==> src/rtl/pdc_pkg.sv <==
// Constants shared by the power-down controller files.
package pdc_pkg;
    localparam logic [7:0] PDC_PWR_CFG_ADDR  = 8'h87;
    localparam int         PDC_IDLE_BIT      = 0;
    localparam int         PDC_PD_BIT        = 1;
    localparam int         PDC_FLAG_LOW_BIT  = 2;
    localparam int         PDC_FLAG_HIGH_BIT = 3;
    localparam logic [3:0] PDC_CFG_RESET     = 4'h0;
    localparam logic [7:0] PDC_RSVD_READ     = 8'h00;
    localparam int         PDC_CLK_MHZ       = 20;
    localparam int         PDC_OSC_STABLE_US = 1000;
    localparam int         PDC_OSC_CYCLES    = PDC_OSC_STABLE_US * PDC_CLK_MHZ;
    localparam int         PDC_RESET_RUN_CYCLES = 24;
    typedef enum logic [4:0] {
        PDC_RUN      = 5'b00001,
        PDC_IDLE     = 5'b00010,
        PDC_PDOWN    = 5'b00100,
        PDC_OSC_WAIT = 5'b01000,
        PDC_RELEASE  = 5'b10000
    } pdc_state_type;
endpackage

==> src/rtl/pdc_sync.sv <==
// Two-flop synchroniser for asynchronous inputs.
`timescale 1ns/1ps
module pdc_sync #(
    parameter int WIDTH = 1,
    parameter logic [WIDTH-1:0] INIT = '0
) (
    // Clock and reset.
    input  wire logic             clk_sys,
    input  wire logic             nrst,
    // Data.
    input  wire logic [WIDTH-1:0] din,
    output logic      [WIDTH-1:0] dout
);
    logic [WIDTH-1:0] meta_q;

    always_ff @(posedge clk_sys or negedge nrst) begin
        if (!nrst) begin
            meta_q <= INIT;
            dout   <= INIT;
        end else begin
            meta_q <= din;
            dout   <= meta_q;
        end
    end
endmodule

==> src/rtl/pdc_counter.sv <==
// Down counter that reports when a loaded count has elapsed.
`timescale 1ns/1ps
module pdc_counter #(
    parameter int WIDTH = 16
) (
    // Clock and reset.
    input  wire logic             clk_sys,
    input  wire logic             rst_n,
    // Control.
    input  wire logic             load,
    input  wire logic [WIDTH-1:0] count,
    input  wire logic             run,
    output logic                  done
);
    logic [WIDTH-1:0] cnt_q;

    // Elaboration check: a one-bit counter cannot tell a load from done.
    if (WIDTH < 2) begin : g_bad_width
        $error("pdc_counter: WIDTH too small");
    end

    always_ff @(posedge clk_sys or negedge rst_n) begin
        if (!rst_n) begin
            cnt_q <= '0;
            done  <= 1'b0;
        end else if (load) begin
            cnt_q <= count;
            done  <= 1'b0;
        end else if (run && cnt_q != '0) begin
            cnt_q <= cnt_q - 1'b1;
            done  <= (cnt_q == {{(WIDTH-1){1'b0}}, 1'b1});
        end else begin
            done  <= 1'b0;
        end
    end
endmodule

==> src/rtl/pdc_power_down_controller.sv <==
// Power configuration register and idle / power-down sequencer.
`timescale 1ns/1ps
module pdc_power_down_controller
    import pdc_pkg::*;
#(
    parameter int OSC_CYCLES = pdc_pkg::PDC_OSC_CYCLES,
    parameter int RESET_RUN  = pdc_pkg::PDC_RESET_RUN_CYCLES
) (
    // Clock and reset.
    clk_sys,
    nrst,
    // Reset pin, active high as on the device.
    rst_pin,
    // External wake lines, active low, and their active-high enables.
    external_wake_line_a_n,
    external_wake_line_b_n,
    wake_enable_a,
    wake_enable_b,
    // Register access from the CPU.
    sfr_addr,
    sfr_wr,
    sfr_rd,
    sfr_wdata,
    sfr_rdata,
    instr_done,
    // Clock gating and core control.
    osc_enable,
    cpu_clk_en,
    periph_clk_en,
    cpu_hold,
    wake_irq,
    reset_run,
    ram_block,
    core_reset,
    powerdown_request,
    idle_request
);
    import pdc_pkg::*;

    localparam int CW = (OSC_CYCLES > RESET_RUN ? $clog2(OSC_CYCLES + 1)
                                                : $clog2(RESET_RUN + 1)) + 1;

    input  wire logic       clk_sys;
    input  wire logic       nrst;
    input  wire logic       rst_pin;
    input  wire logic       external_wake_line_a_n;
    input  wire logic       external_wake_line_b_n;
    input  wire logic       wake_enable_a;
    input  wire logic       wake_enable_b;
    input  wire logic [7:0] sfr_addr;
    input  wire logic       sfr_wr;
    input  wire logic       sfr_rd;
    input  wire logic [7:0] sfr_wdata;
    output logic      [7:0] sfr_rdata;
    input  wire logic       instr_done;
    output logic            osc_enable;
    output logic            cpu_clk_en;
    output logic            periph_clk_en;
    output logic            cpu_hold;
    output logic            wake_irq;
    output logic            reset_run;
    output logic            ram_block;
    output logic            core_reset;
    output logic            powerdown_request;
    output logic            idle_request;

    // Elaboration check: a zero count would never raise the done pulse.
    if (OSC_CYCLES < 1 || RESET_RUN < 1) begin : g_bad_counts
        $error("pdc: counts must be positive");
    end

    logic          rst_n_meta_q;
    logic          rst_n_q;
    logic [2:0]    pins_s;
    logic          rst_pin_s;
    logic          wake_a_s;
    logic          wake_b_s;
    logic          rst_pin_d1_q;
    pdc_state_type state_q;
    pdc_state_type state_d;
    logic          cnt_load;
    logic [CW-1:0] cnt_value;
    logic          cnt_done;
    logic          pd_pend_q;
    logic          idle_pend_q;
    logic          flag_high_q;
    logic          flag_low_q;
    logic          cfg_wr;
    logic          wake_level;
    logic          rst_edge;
    logic          reset_wait_q;

    // Reset release through two flops.
    always_ff @(posedge clk_sys or negedge nrst) begin
        if (!nrst) begin
            rst_n_meta_q <= 1'b0;
            rst_n_q      <= 1'b0;
        end else begin
            rst_n_meta_q <= 1'b1;
            rst_n_q      <= rst_n_meta_q;
        end
    end

    pdc_sync #(
        .WIDTH (3),
        .INIT  (3'b110)
    ) u_sync (
        .clk_sys (clk_sys),
        .nrst    (rst_n_q),
        .din     ({external_wake_line_b_n, external_wake_line_a_n, rst_pin}),
        .dout    (pins_s)
    );

    assign rst_pin_s = pins_s[0];
    assign wake_a_s  = ~pins_s[1] & wake_enable_a;
    assign wake_b_s  = ~pins_s[2] & wake_enable_b;
    // Level sensing: either enabled line held low counts as wake.
    assign wake_level = wake_a_s | wake_b_s;
    assign rst_edge   = rst_pin_s & ~rst_pin_d1_q;
    assign cfg_wr     = sfr_wr && (sfr_addr == PDC_PWR_CFG_ADDR);

    always_ff @(posedge clk_sys or negedge rst_n_q) begin
        if (!rst_n_q) begin
            rst_pin_d1_q <= 1'b0;
        end else begin
            rst_pin_d1_q <= rst_pin_s;
        end
    end

    // The bits written take effect once the writing instruction retires.
    always_ff @(posedge clk_sys or negedge rst_n_q) begin
        if (!rst_n_q) begin
            pd_pend_q   <= 1'b0;
            idle_pend_q <= 1'b0;
        end else if (cfg_wr) begin
            pd_pend_q   <= sfr_wdata[PDC_PD_BIT];
            idle_pend_q <= sfr_wdata[PDC_IDLE_BIT];
        end else if (instr_done || rst_pin_s) begin
            pd_pend_q   <= 1'b0;
            idle_pend_q <= 1'b0;
        end
    end

    // Flags are plain storage; reserved bits are never stored.
    always_ff @(posedge clk_sys or negedge rst_n_q) begin
        if (!rst_n_q) begin
            flag_high_q <= PDC_CFG_RESET[PDC_FLAG_HIGH_BIT];
            flag_low_q  <= PDC_CFG_RESET[PDC_FLAG_LOW_BIT];
        end else if (rst_edge) begin
            flag_high_q <= PDC_CFG_RESET[PDC_FLAG_HIGH_BIT];
            flag_low_q  <= PDC_CFG_RESET[PDC_FLAG_LOW_BIT];
        end else if (cfg_wr) begin
            flag_high_q <= sfr_wdata[PDC_FLAG_HIGH_BIT];
            flag_low_q  <= sfr_wdata[PDC_FLAG_LOW_BIT];
        end
    end

    // Sequencer next state.
    always_comb begin
        state_d   = state_q;
        cnt_load  = 1'b0;
        cnt_value = '0;
        case (state_q)
            PDC_RUN: begin
                if (pd_pend_q && instr_done) begin
                    state_d = PDC_PDOWN;
                end else if (idle_pend_q && instr_done) begin
                    state_d = PDC_IDLE;
                end
            end
            PDC_IDLE: begin
                if (rst_pin_s || wake_level) begin
                    state_d = PDC_RUN;
                end
            end
            PDC_PDOWN: begin
                if (rst_pin_s || wake_level) begin
                    state_d   = PDC_OSC_WAIT;
                    cnt_load  = 1'b1;
                    cnt_value = CW'(OSC_CYCLES);
                end
            end
            PDC_OSC_WAIT: begin
                if (cnt_done) begin
                    state_d = PDC_RELEASE;
                end
            end
            PDC_RELEASE: begin
                if (rst_pin_s || !wake_level) begin
                    state_d = PDC_RUN;
                end
            end
            default: begin
                state_d = PDC_RUN;
            end
        endcase
        // The brief run starts whenever a reset wake hands control back to the core.
        if (state_d == PDC_RUN && (rst_edge || (reset_wait_q && state_q == PDC_RELEASE))) begin
            cnt_load  = 1'b1;
            cnt_value = CW'(RESET_RUN);
        end
    end

    pdc_counter #(
        .WIDTH (CW)
    ) u_cnt (
        .clk_sys (clk_sys),
        .rst_n   (rst_n_q),
        .load    (cnt_load),
        .count   (cnt_value),
        .run     (1'b1),
        .done    (cnt_done)
    );

    always_ff @(posedge clk_sys or negedge rst_n_q) begin
        if (!rst_n_q) begin
            state_q <= PDC_RUN;
        end else begin
            state_q <= state_d;
        end
    end

    // After a reset wake the core runs briefly before reset takes over.
    always_ff @(posedge clk_sys or negedge rst_n_q) begin
        if (!rst_n_q) begin
            reset_wait_q <= 1'b0;
        end else if (rst_edge) begin
            reset_wait_q <= 1'b1;
        end else if (cnt_done && state_q == PDC_RUN) begin
            reset_wait_q <= 1'b0;
        end
    end

    // Registered outputs.
    always_ff @(posedge clk_sys or negedge rst_n_q) begin
        if (!rst_n_q) begin
            osc_enable        <= 1'b1;
            cpu_clk_en        <= 1'b1;
            periph_clk_en     <= 1'b1;
            cpu_hold          <= 1'b0;
            wake_irq          <= 1'b0;
            reset_run         <= 1'b0;
            ram_block         <= 1'b0;
            core_reset        <= 1'b0;
            powerdown_request <= 1'b0;
            idle_request      <= 1'b0;
        end else begin
            // Gated clocks park low; core state is held, not cleared.
            osc_enable    <= !(state_d == PDC_PDOWN);
            cpu_clk_en    <= (state_d == PDC_RUN);
            periph_clk_en <= (state_d == PDC_RUN) || (state_d == PDC_IDLE);
            cpu_hold      <= (state_d != PDC_RUN);
            // Interrupt wake raises the service request; no state is reset.
            // A release after a reset wake is not an interrupt and raises no request.
            wake_irq      <= !rst_pin_s && state_d == PDC_RUN &&
                             ((state_q == PDC_RELEASE && !reset_wait_q) ||
                              (state_q == PDC_IDLE && wake_level));
            reset_run     <= reset_wait_q && state_q == PDC_RUN && !cnt_done;
            ram_block     <= reset_wait_q && state_q == PDC_RUN && !cnt_done;
            core_reset    <= reset_wait_q && cnt_done && state_q == PDC_RUN;
            powerdown_request <= (state_d == PDC_PDOWN) || (state_d == PDC_RUN &&
                                 pd_pend_q && !instr_done && !rst_pin_s);
            idle_request  <= (state_d == PDC_IDLE) || (state_d == PDC_RUN &&
                             idle_pend_q && !pd_pend_q && !instr_done &&
                             !rst_pin_s);
        end
    end

    // Register read; reserved upper nibble reads as zero.
    always_ff @(posedge clk_sys or negedge rst_n_q) begin
        if (!rst_n_q) begin
            sfr_rdata <= PDC_RSVD_READ;
        end else if (sfr_rd && sfr_addr == PDC_PWR_CFG_ADDR) begin
            sfr_rdata <= {PDC_RSVD_READ[7:4], flag_high_q, flag_low_q,
                          pd_pend_q, idle_pend_q};
        end else begin
            sfr_rdata <= PDC_RSVD_READ;
        end
    end
endmodule

==> config.mk <==
export PLATFORM = sky130hd
export DESIGN_NAME = pdc_power_down_controller
export DESIGN_NICKNAME = d
export VERILOG_FILES = /design/src/rtl/pdc_pkg.sv /design/src/rtl/pdc_sync.sv /design/src/rtl/pdc_counter.sv /design/src/rtl/pdc_power_down_controller.sv
export SDC_FILE = /design/constraint.sdc
export NUM_CORES = 1
export LEC_CHECK = 0
export BUFFER_PORTS_ARGS = -buffer_cell sky130_fd_sc_hd__buf_2
export CAP_MARGIN = 20
export CORE_AREA = 2 2 54 106
export DETAILED_ROUTE_END_ITERATION = 10
export DIE_AREA = 0 0 56 108
export GPL_TIMING_DRIVEN = 0
export PLACE_DENSITY = 0.73
export SLEW_MARGIN = 20
export SYNTH_ARGS = -nofsm -noshare
export SYNTH_HDL_FRONTEND = slang
export SYNTH_SLANG_ARGS = --single-unit
==> constraint.sdc <==
create_clock -name clk_sys -period 1.65 [get_ports clk_sys]
set_input_delay 0.33 -clock clk_sys [delete_from_list [all_inputs] [get_ports clk_sys]]
set_output_delay 0.33 -clock clk_sys [all_outputs]
set_load 0.02 [all_outputs]
==> results of run 1 <==
report_power, final:
group	total (mW)	leakage, nW	internal (mW)	switching (mW)
sequential	1.64	0.611	1.42	0.214
clock	0.692	0.0414	0.302	0.390
combinational	1.80	0.802	0.908	0.893
placed cells by master (no fill, tap or decap), types with 3 or more instances in the layout:
cell type	count
nor3_1	3
nor2b_1	6
o31ai_1	7
dfrtp_1	33
buf_6	5
or3_1	4
nor2_1	20
or4_4	4
clkbuf_8	5
o21ai_1	8
xor2_1	3
inv_1	4
inv_2	4
conb_1	5
a21o_1	3
nand3_1	5
nand2_1	12
dfstp_2	8
and3_1	6
xnor2_1	7
dfrtp_2	8
buf_4	31
buf_2	35
a21oi_1	3
metrics by stage:
stage               area [µm²]  TNS (ns)  cells
floorplan                 2300     -2.12    209
global placement          2550    -19.20    302
detailed placement        2570     -7.90    303
CTS                       2960     -4.17    335
global route              3070     -7.22    341
finish                    3070     -5.25    341
registers in the layout, summed over array words and instances (netlist names), 3 cells and up:
| name | cells |
|---|---|
| u_sync.meta_q | 3 |
| u_cnt.cnt_q | 16 |
| sfr_rdata | 4 |
| state_q | 5 |
| u_sync.dout | 3 |
layer usage:
layer	vias to the layer above	GRT usage, %	share of wire [%]
li1	875	-	-
met1	905	17.0	33
met2	52	32.9	58
met3	22	2.75	3.5
met4	0	10.7	5.0
met5	-	0	0
final cells by class:
| cell class | instances | share of cell area, % |
|---|---|---|
| plain buffers | 5 | 1.22 |
| well taps | 58 | 2.36 |
| repair buffers | 69 | 15.5 |
| flip-flops and latches | 49 | 40.5 |
| multi-input cells | 144 | 36.5 |
| inverters | 8 | 0.977 |
| clock buffers | 6 | 2.36 |
| clock inverters | 2 | 0.529 |
worst max-delay path, cell delays in order, from the launching register on:
cell	delay [ns]
dfrtp_1	0.40
or4_4	0.59
or3_4	0.45
nor3_4	0.19
xnor2_1	0.13
nor2_1	0.05
path summary, 6_finish.rpt:
check | cells after the start | endpoint
setup / recovery | 5 | u_cnt.cnt_q[15]
hold / removal | 1 | u_sync.meta_q[2]
setup reg to reg | 5 | u_cnt.cnt_q[15]
hold reg to reg | 0 | flag_low_q
max in group asynchronous | 1 | u_sync.meta_q[1]
min in group asynchronous | 0 | flag_low_q
logic make-up (layout without fill, tap and decap cells):
| family | count (synthesis) | in the layout | synth area share, % |
|---|---|---|---|
| buf+inv | 16 | 90 | 3.71 |
| other cells | 2 | 5 | 0.337 |
| simple gates | 86 | 86 | 22.5 |
| compound gates | 39 | 39 | 12.0 |
| flops | 49 | 49 | 55.5 |
| fa+ha+maj | 2 | 2 | 1.12 |
| xor+xnor | 10 | 10 | 3.93 |
| mux | 2 | 2 | 0.898 |
what timing repair did:
action	CTS	global route
pin swaps	17	13
hold buffers	1	0
cloned	0	0
setup endpoints to repair	30	29
endpoints found under the hold margin	2	0
resized for setup	23	22
buffers inserted	24	8
==> impl_metrics.tcl, run 1 <==
set metrics [dict create \
    outcome "finished, violations left" \
    violations "setup timing" \
    period_share_pct 117 \
    synth_warnings 0 \
    fin_worst_skew_ns 0.00834 \
    critPathMaxFanout 5 \
    clk_pin_slew_ns 0.09 \
    power.density_nw_per_um2 1340 \
    leakagePower_nw 1.45 \
    finalWorstSetupSlack_ns -0.280 \
    clk_latency_ns 0.30 \
    critPathKind "flip-flop to flip-flop" \
    start_kind "flip-flop" \
    arrival_ns 2.12 \
    cts_root_buffer "clkbuf_8" \
    crit_path_end_kind "flip-flop" \
    yosysUniqueCellTypes 49 \
    hpwl_um 3260 \
    drtIter0Drc 33 \
    hold_slack_ns 0.116 \
    num_rows 37 \
    ant_nets 0 \
    gp_congestion 0.770 \
    first_pass_iters 4 \
    synthArstFlopShare_pct 100 \
    final_max_slew_viol_count 0 \
    max-vdd-ir-drop_uv 1010 \
    hp-class "input pin to flip-flop" \
    syn_area_um2 2230 \
    seq_area_um2 1250 \
    fp.dieW_um 56 \
    grt_pass1_vias 1798 \
    antenna_found_initial 0 \
    setup_viol 30 \
    final_core_util_pct 59.3 \
    synth_seq_area_share_pct 55.5 \
    viasPerCell 5.44 \
    port_buffers 35 \
    ys.flop_type "dfrtp_1" \
    cp-startpoint "u_cnt.cnt_q[6]" \
    chipHeight_um 108 \
    yosys.cell_count.top_type "dfrtp_1" \
    fin_nets 310 \
    grt_max_degree 33 \
    netlist_top_cells_area "dfrtp_1 (46%), dfstp_2 (9.4%), nor2_1 (3.7%), xnor2_1 (2.8%), o31ai_1 (2.4%)" \
    multi_input_area_um2 1120 \
    syn_to_final_growth_pct 38.0 \
    yosysTopAreaCell "dfrtp_1" \
    gr-total-overflow 0 \
    drt-wirelength-per-cell_um 14.6 \
    synth_common_cells "dfrtp_1 (41), nor2_1 (22), nand2_1 (13), dfstp_2 (8)" \
    dieArea_um2 6050 \
    fillers 446 \
    final_layout_size_suffix_gt1_share_pct 46.3 \
    slew_headroom_pct 62.6 \
    num_vias 1854 \
    tightest_slew_ns 0.557 \
    hold_start "external_wake_line_b_n" \
    required_ns 1.84 \
    drcViolationCount 0 \
    ys_ff_latch 49 \
    dp_slack_ns -0.474 \
    hold_viol 0 \
    synth_edf_count 0 \
    grt_pass1_wl_um 8140 \
    totalPowerFinal_mw 4.13 \
    synth.top_cell.area_share_pct 46.0 \
    grtUsageTotal_pct 17.4 \
    pin_count 44 \
    cts_made_buffers 5 \
    r2r_start "u_cnt.cnt_q[6]" \
    core_region_area_um2 5180 \
    wl_um 4990 \
    htree_levels 2 \
    fmax_ghz 0.518 \
    grt_setup_unrepaired "yes" \
    period_minus_slack_ns 1.93 \
    antenna_cells 0 \
    r2r_setup_slack_ns -0.28 \
    cts_tree "done" \
    maxCapViolations 0 \
    clk_path_buf_depth 2 \
    syn_area_per_cell_um2 10.8 \
    cts_sinks 49 \
    synthCells 206 \
    initial_core_util_pct 43.0 \
]
No activity file was read; power rests on OpenSTA's default activity.
==> run 2: changes to the inputs <==
--- a/config.mk
+++ b/config.mk
@@ -8,6 +8,7 @@
 export BUFFER_PORTS_ARGS = -buffer_cell sky130_fd_sc_hd__buf_2
 export CAP_MARGIN = 20
 export CORE_AREA = 2 2 54 106
+export CTS_BUF_LIST = sky130_fd_sc_hd__clkbuf_2
 export DETAILED_ROUTE_END_ITERATION = 10
 export DIE_AREA = 0 0 56 108
 export GPL_TIMING_DRIVEN = 0
==> impl_metrics.tcl, run 2 (synthesis gave the netlist of run 1 again) <==
set metrics [dict create \
    outcome "finished, violations left" \
    violations "setup timing" \
    leakagePower_nw 1.53 \
    totalPowerFinal_mw 4.15 \
    grt_pass1_wl_um 8620 \
    initial_core_util_pct 43.0 \
    final_max_slew_viol_count 0 \
    num_vias 1921 \
    gr-total-overflow 0 \
    required_ns 1.99 \
    clk_latency_ns 0.45 \
    final_layout_size_suffix_gt1_share_pct 50.5 \
    fmax_ghz 0.506 \
    finalNonFillerCells 353 \
    cts_made_buffers 5 \
    arrival_ns 2.32 \
    grt_max_degree 33 \
    final_common_cell "buf_4" \
    wl_um 5470 \
    maxCapViolations 0 \
    cts_sinks 49 \
    top_register "u_cnt.cnt_q" \
    period_minus_slack_ns 1.98 \
    hold_viol 0 \
    fin_worst_skew_ns 0.0303 \
    clk_path_buf_depth 2 \
    slew_headroom_pct 62.4 \
    largest_register_ffs 16 \
    drtIter0Drc 51 \
    chipHeight_um 108 \
    antenna_cells 0 \
    first_pass_iters 4 \
    drcViolationCount 0 \
    hpwl_um 3260 \
    grtUsageTotal_pct 18.3 \
    syn_to_final_growth_pct 44.5 \
    viasPerCell 5.44 \
    htree_levels 2 \
    gp_congestion 0.770 \
    fp.dieW_um 56 \
    dieArea_um2 6050 \
    final_cell_mix "buf_4 (36), dfrtp_1 (35), buf_2 (35)" \
    final_core_util_pct 62.1 \
    drt-wirelength-per-cell_um 15.5 \
    tightest_slew_ns 0.558 \
    critPathKind "flip-flop to flip-flop" \
    num_rows 37 \
    pin_count 44 \
    final_area_um2 3220 \
    reg_top3 "u_cnt.cnt_q: 16 flops, state_q: 5 flops, sfr_rdata: 4 flops" \
    cp_cell_sequence "or4_4 > or3_4 > nor3_4 > xnor2_1 > nor2_1" \
    crit_path_end_kind "flip-flop" \
    power.density_nw_per_um2 1290 \
    max-vdd-ir-drop_uv 954 \
    port_buffers 35 \
    grt_setup_unrepaired "yes" \
    antenna_found_initial 0 \
    dp_cells 303 \
    cp_slowest_cell "or4_4" \
    fin_nets 322 \
    cts_root_buffer "clkbuf_2" \
    core_region_area_um2 5180 \
    hp-class "input pin to flip-flop" \
    start_kind "flip-flop" \
    period_share_pct 120 \
    placed_area_um2 2570 \
    grt_pass1_vias 1900 \
    critPathMaxFanout 6 \
    setup_viol 24 \
    clk_pin_slew_ns 0.25 \
    slowest_delay_ns 0.56 \
    ant_nets 0 \
    cts_tree "done" \
    finalWorstSetupSlack_ns -0.325 \
]
[run 2: cell types whose count changed in the layout (fill, tap and decap cells not counted), sizes merged]
cell,change
dlygate4sd3,+3
buf,+8
clkbuf,+1
[run 2: report_power, final]
part | internal (mW) | switching [mW]
logic | 1.03 | 1.02
clock network | 0.113 | 0.397
registers | 1.42 | 0.177
[run 2: critical path, delay by kind of cell (launching register included)]
kind	cells	cell delay, ns
AND/OR/NAND/NOR	4	1.24
flip-flops	1	0.50
XOR/XNOR	1	0.13
[run 2: repair_timing]
item	in CTS	in global routing
buffers inserted	30	9
pin swaps	17	14
hold buffers	4	0
resized for setup	32	25
gates cloned	0	1
endpoints found under the setup margin	30	30
endpoints found under the hold margin	5	0
[run 2: final cells by class]
class | instances | area (µm²)
buffer | 8 | 71.3
clock buffer | 6 | 30.0
clock inverter | 2 | 16.3
fill | 420 | 1960
inverter | 8 | 32.5
multi-input combinational | 144 | 1180
sequential | 49 | 1240
tap | 58 | 72.6
timing repair buffer | 78 | 578
[run 2: final timing paths]
| path | slack [ns] | depth (start not counted) | end | startpoint |
|---|---|---|---|---|
| max in group asynchronous | 0.92 | 1 | u_sync.meta_q[1] | rst_n_q |
| max | -0.33 | 5 | u_cnt.cnt_q[15] | u_cnt.cnt_q[8] |
| min in group asynchronous | 0.14 | 2 | rst_n_q | nrst |
| max reg2reg | -0.33 | 5 | u_cnt.cnt_q[15] | u_cnt.cnt_q[8] |
| min reg2reg | 0.18 | 0 | flag_high_q | rst_n_q |
| min | 0.08 | 3 | idle_pend_q | sfr_wdata[0] |
[run 2: stage by stage]
step / setup TNS, ns / hold slack [ns] / setup WS, ns
final: -5.45 / 0.0829 / -0.325
after global routing: -7.48 / 0.0490 / -0.374
after CTS: -3.89 / 0.0921 / -0.300
after detailed placement: -7.90 / 0.120 / -0.474
after global placement: -19.20 / 0.116 / -0.439
after floorplan: -2.12 / 0.0344 / -0.243
[run 2: per-layer routing]
layer / track usage, % / up-vias / share of wire (%)
met3: 2.63 / 16 / 2.9
met4: 9.52 / 0 / 3.3
met1: 18.4 / 959 / 35
li1: - / 897 / -
met2: 35.3 / 49 / 59
met5: 0 / - / 0
==> run 3: changes to the inputs <==
==> constraint.sdc (replaced) <==
create_clock -name clk_sys -period 2.4 [get_ports clk_sys]
set_input_delay 0.48 -clock clk_sys [delete_from_list [all_inputs] [get_ports clk_sys]]
set_output_delay 0.48 -clock clk_sys [all_outputs]
set_load 0.005 [all_outputs]
==> impl_metrics.tcl, run 3 (synthesis gave the netlist of run 1 again) <==
set metrics [dict create \
    grt_pass1_vias 1634 \
    hp-class "input pin to flip-flop" \
    setup_tns_ns 0 \
    pin_count 44 \
    drtIter0Drc 23 \
    final_area_um2 2580 \
    start_kind "flip-flop" \
    num_vias 1604 \
    grt_max_degree 33 \
    finalNonFillerCells 312 \
    reg2regPathDepth 5 \
    cts_made_buffers 5 \
    required_ns 2.71 \
    clk_pin_slew_ns 0.22 \
    clk_latency_ns 0.42 \
    grt_setup_unrepaired "no" \
    max-vdd-ir-drop_uv 450 \
    gp_congestion 0.817 \
    chipHeight_um 108 \
    antenna_found_initial 0 \
    cts_tree "done" \
    hold_slack_ns 0.130 \
    final_max_slew_viol_count 0 \
    final_common_cell "dfrtp_1" \
    fin_nets 281 \
    fp.dieW_um 56 \
    gr-total-overflow 0 \
    cts_root_buffer "clkbuf_2" \
    drcViolationCount 0 \
    critPathMaxFanout 7 \
    wl_um 4170 \
    slew_headroom_pct 53.7 \
    top_register "u_cnt.cnt_q" \
    reg_top3 "u_cnt.cnt_q: 16 flops, state_q: 5 flops, sfr_rdata: 4 flops" \
    grt_pass1_wl_um 7180 \
    core_region_area_um2 5180 \
    hpwl_um 3250 \
    fin_worst_skew_ns 0.0144 \
    period_share_pct 91.7 \
    fmax_ghz 0.455 \
    final_cell_mix "dfrtp_1 (40), buf_2 (38), nor2_1 (22)" \
    syn_to_final_growth_pct 16.0 \
    final_layout_size_suffix_gt1_share_pct 27.6 \
    arrival_ns 2.51 \
    dp_cells 303 \
    viasPerCell 5.14 \
    dieArea_um2 6050 \
    ant_nets 0 \
    antenna_cells 0 \
    setup_viol 0 \
    fillers 486 \
    initial_core_util_pct 43.0 \
    critPathKind "flip-flop to flip-flop" \
    maxCapViolations 0 \
    cts_sinks 49 \
    placed_area_um2 2510 \
    period_minus_slack_ns 2.20 \
    tightest_slew_ns 0.693 \
    first_pass_iters 4 \
    port_buffers 35 \
    power.density_nw_per_um2 865 \
    drt-wirelength-per-cell_um 13.4 \
    clk_path_buf_depth 2 \
    grtUsageTotal_pct 15.1 \
    outcome "finished clean" \
    hold_viol 0 \
    crit_path_end_kind "flip-flop" \
    leakagePower_nw 1.25 \
    hold_depth 1 \
    largest_register_ffs 16 \
    htree_levels 2 \
    num_rows 37 \
]
[run 3: cell count changes in the layout (fill, tap and decap cells not counted), moves of 4 or more]
cell,delta
dfrtp_2,-5
or4_1,+4
buf_6,-7
nor2_1,+6
or4_4,-4
a21oi_1,+4
buf_4,-31
dfrtp_1,+5
a21oi_2,-4
o31ai_1,+4
[run 3: what timing repair did]
action | in CTS | in global routing
endpoints found under the hold margin | 2 | 0
resized for setup | 0 | 0
buffers inserted | 0 | 0
hold buffers | 1 | 0
[run 3: routing by layer]
metal / wire, µm / track usage, % / share of wire, % / vias to the layer above
li1: - / - / - / 811
met1: 1550 / 14.6 / 37 / 754
met2: 2440 / 29.5 / 58 / 32
met3: 106 / 2.51 / 2.5 / 7
met4: 80 / 7.65 / 1.9 / 0
met5: 0 / 0 / 0 / -
[run 3: path summary, 6_finish.rpt]
kind / start / end / slack (ns)
max reg2reg: state_q[1] / u_cnt.cnt_q[5] / 0.20
max in group asynchronous: rst_n_q / u_sync.dout[2] / 1.68
max: state_q[1] / u_cnt.cnt_q[5] / 0.20
min reg2reg: rst_n_q / sfr_rdata[3] / 0.18
min in group asynchronous: rst_n_q / sfr_rdata[3] / 0.18
min: external_wake_line_a_n / u_sync.meta_q[1] / 0.13
[run 3: through the flow]
| step | setup slack, ns | power (mW) | util [%] |
|---|---|---|---|
| 6_report | 0.200 | 2.24 | 49.9 |
| 5_1_grt | 0.0578 | 2.40 | 49.9 |
| 4_1_cts | 0.205 | 2.26 | 49.9 |
| 3_5_place_dp | 0.208 | 1.82 | 48.4 |
| 3_3_place_gp | 0.248 | 1.80 | 48.0 |
| 2_1_floorplan | 0.488 | 1.64 | - |
[run 3: final cells by class]
type | count | area, µm² | share of cell area, %
plain buffers | 8 | 52.6 | 2.03
clock buffers | 5 | 25.0 | 0.968
clock inverters | 3 | 41.3 | 1.60
inverters | 8 | 30.0 | 1.16
multi-input cells | 144 | 921 | 35.6
flip-flops and latches | 49 | 1240 | 47.9
well taps | 58 | 72.6 | 2.81
repair buffers | 37 | 205 | 7.94
[run 3: critical path, cell delays in order (launching register included)]
cell and delay, ns:
dfrtp_1 0.47, or3_1 0.45, nor3b_2 0.35, a21oi_1 0.15, a21oi_1 0.51, o31ai_1 0.17
[run 3: report_power, final]
part / total, mW / switching [mW] / internal (mW)
registers: 1.10 / 0.127 / 0.973
logic: 0.707 / 0.404 / 0.303
clock network: 0.429 / 0.257 / 0.172
total: 2.24 / 0.788 / 1.45
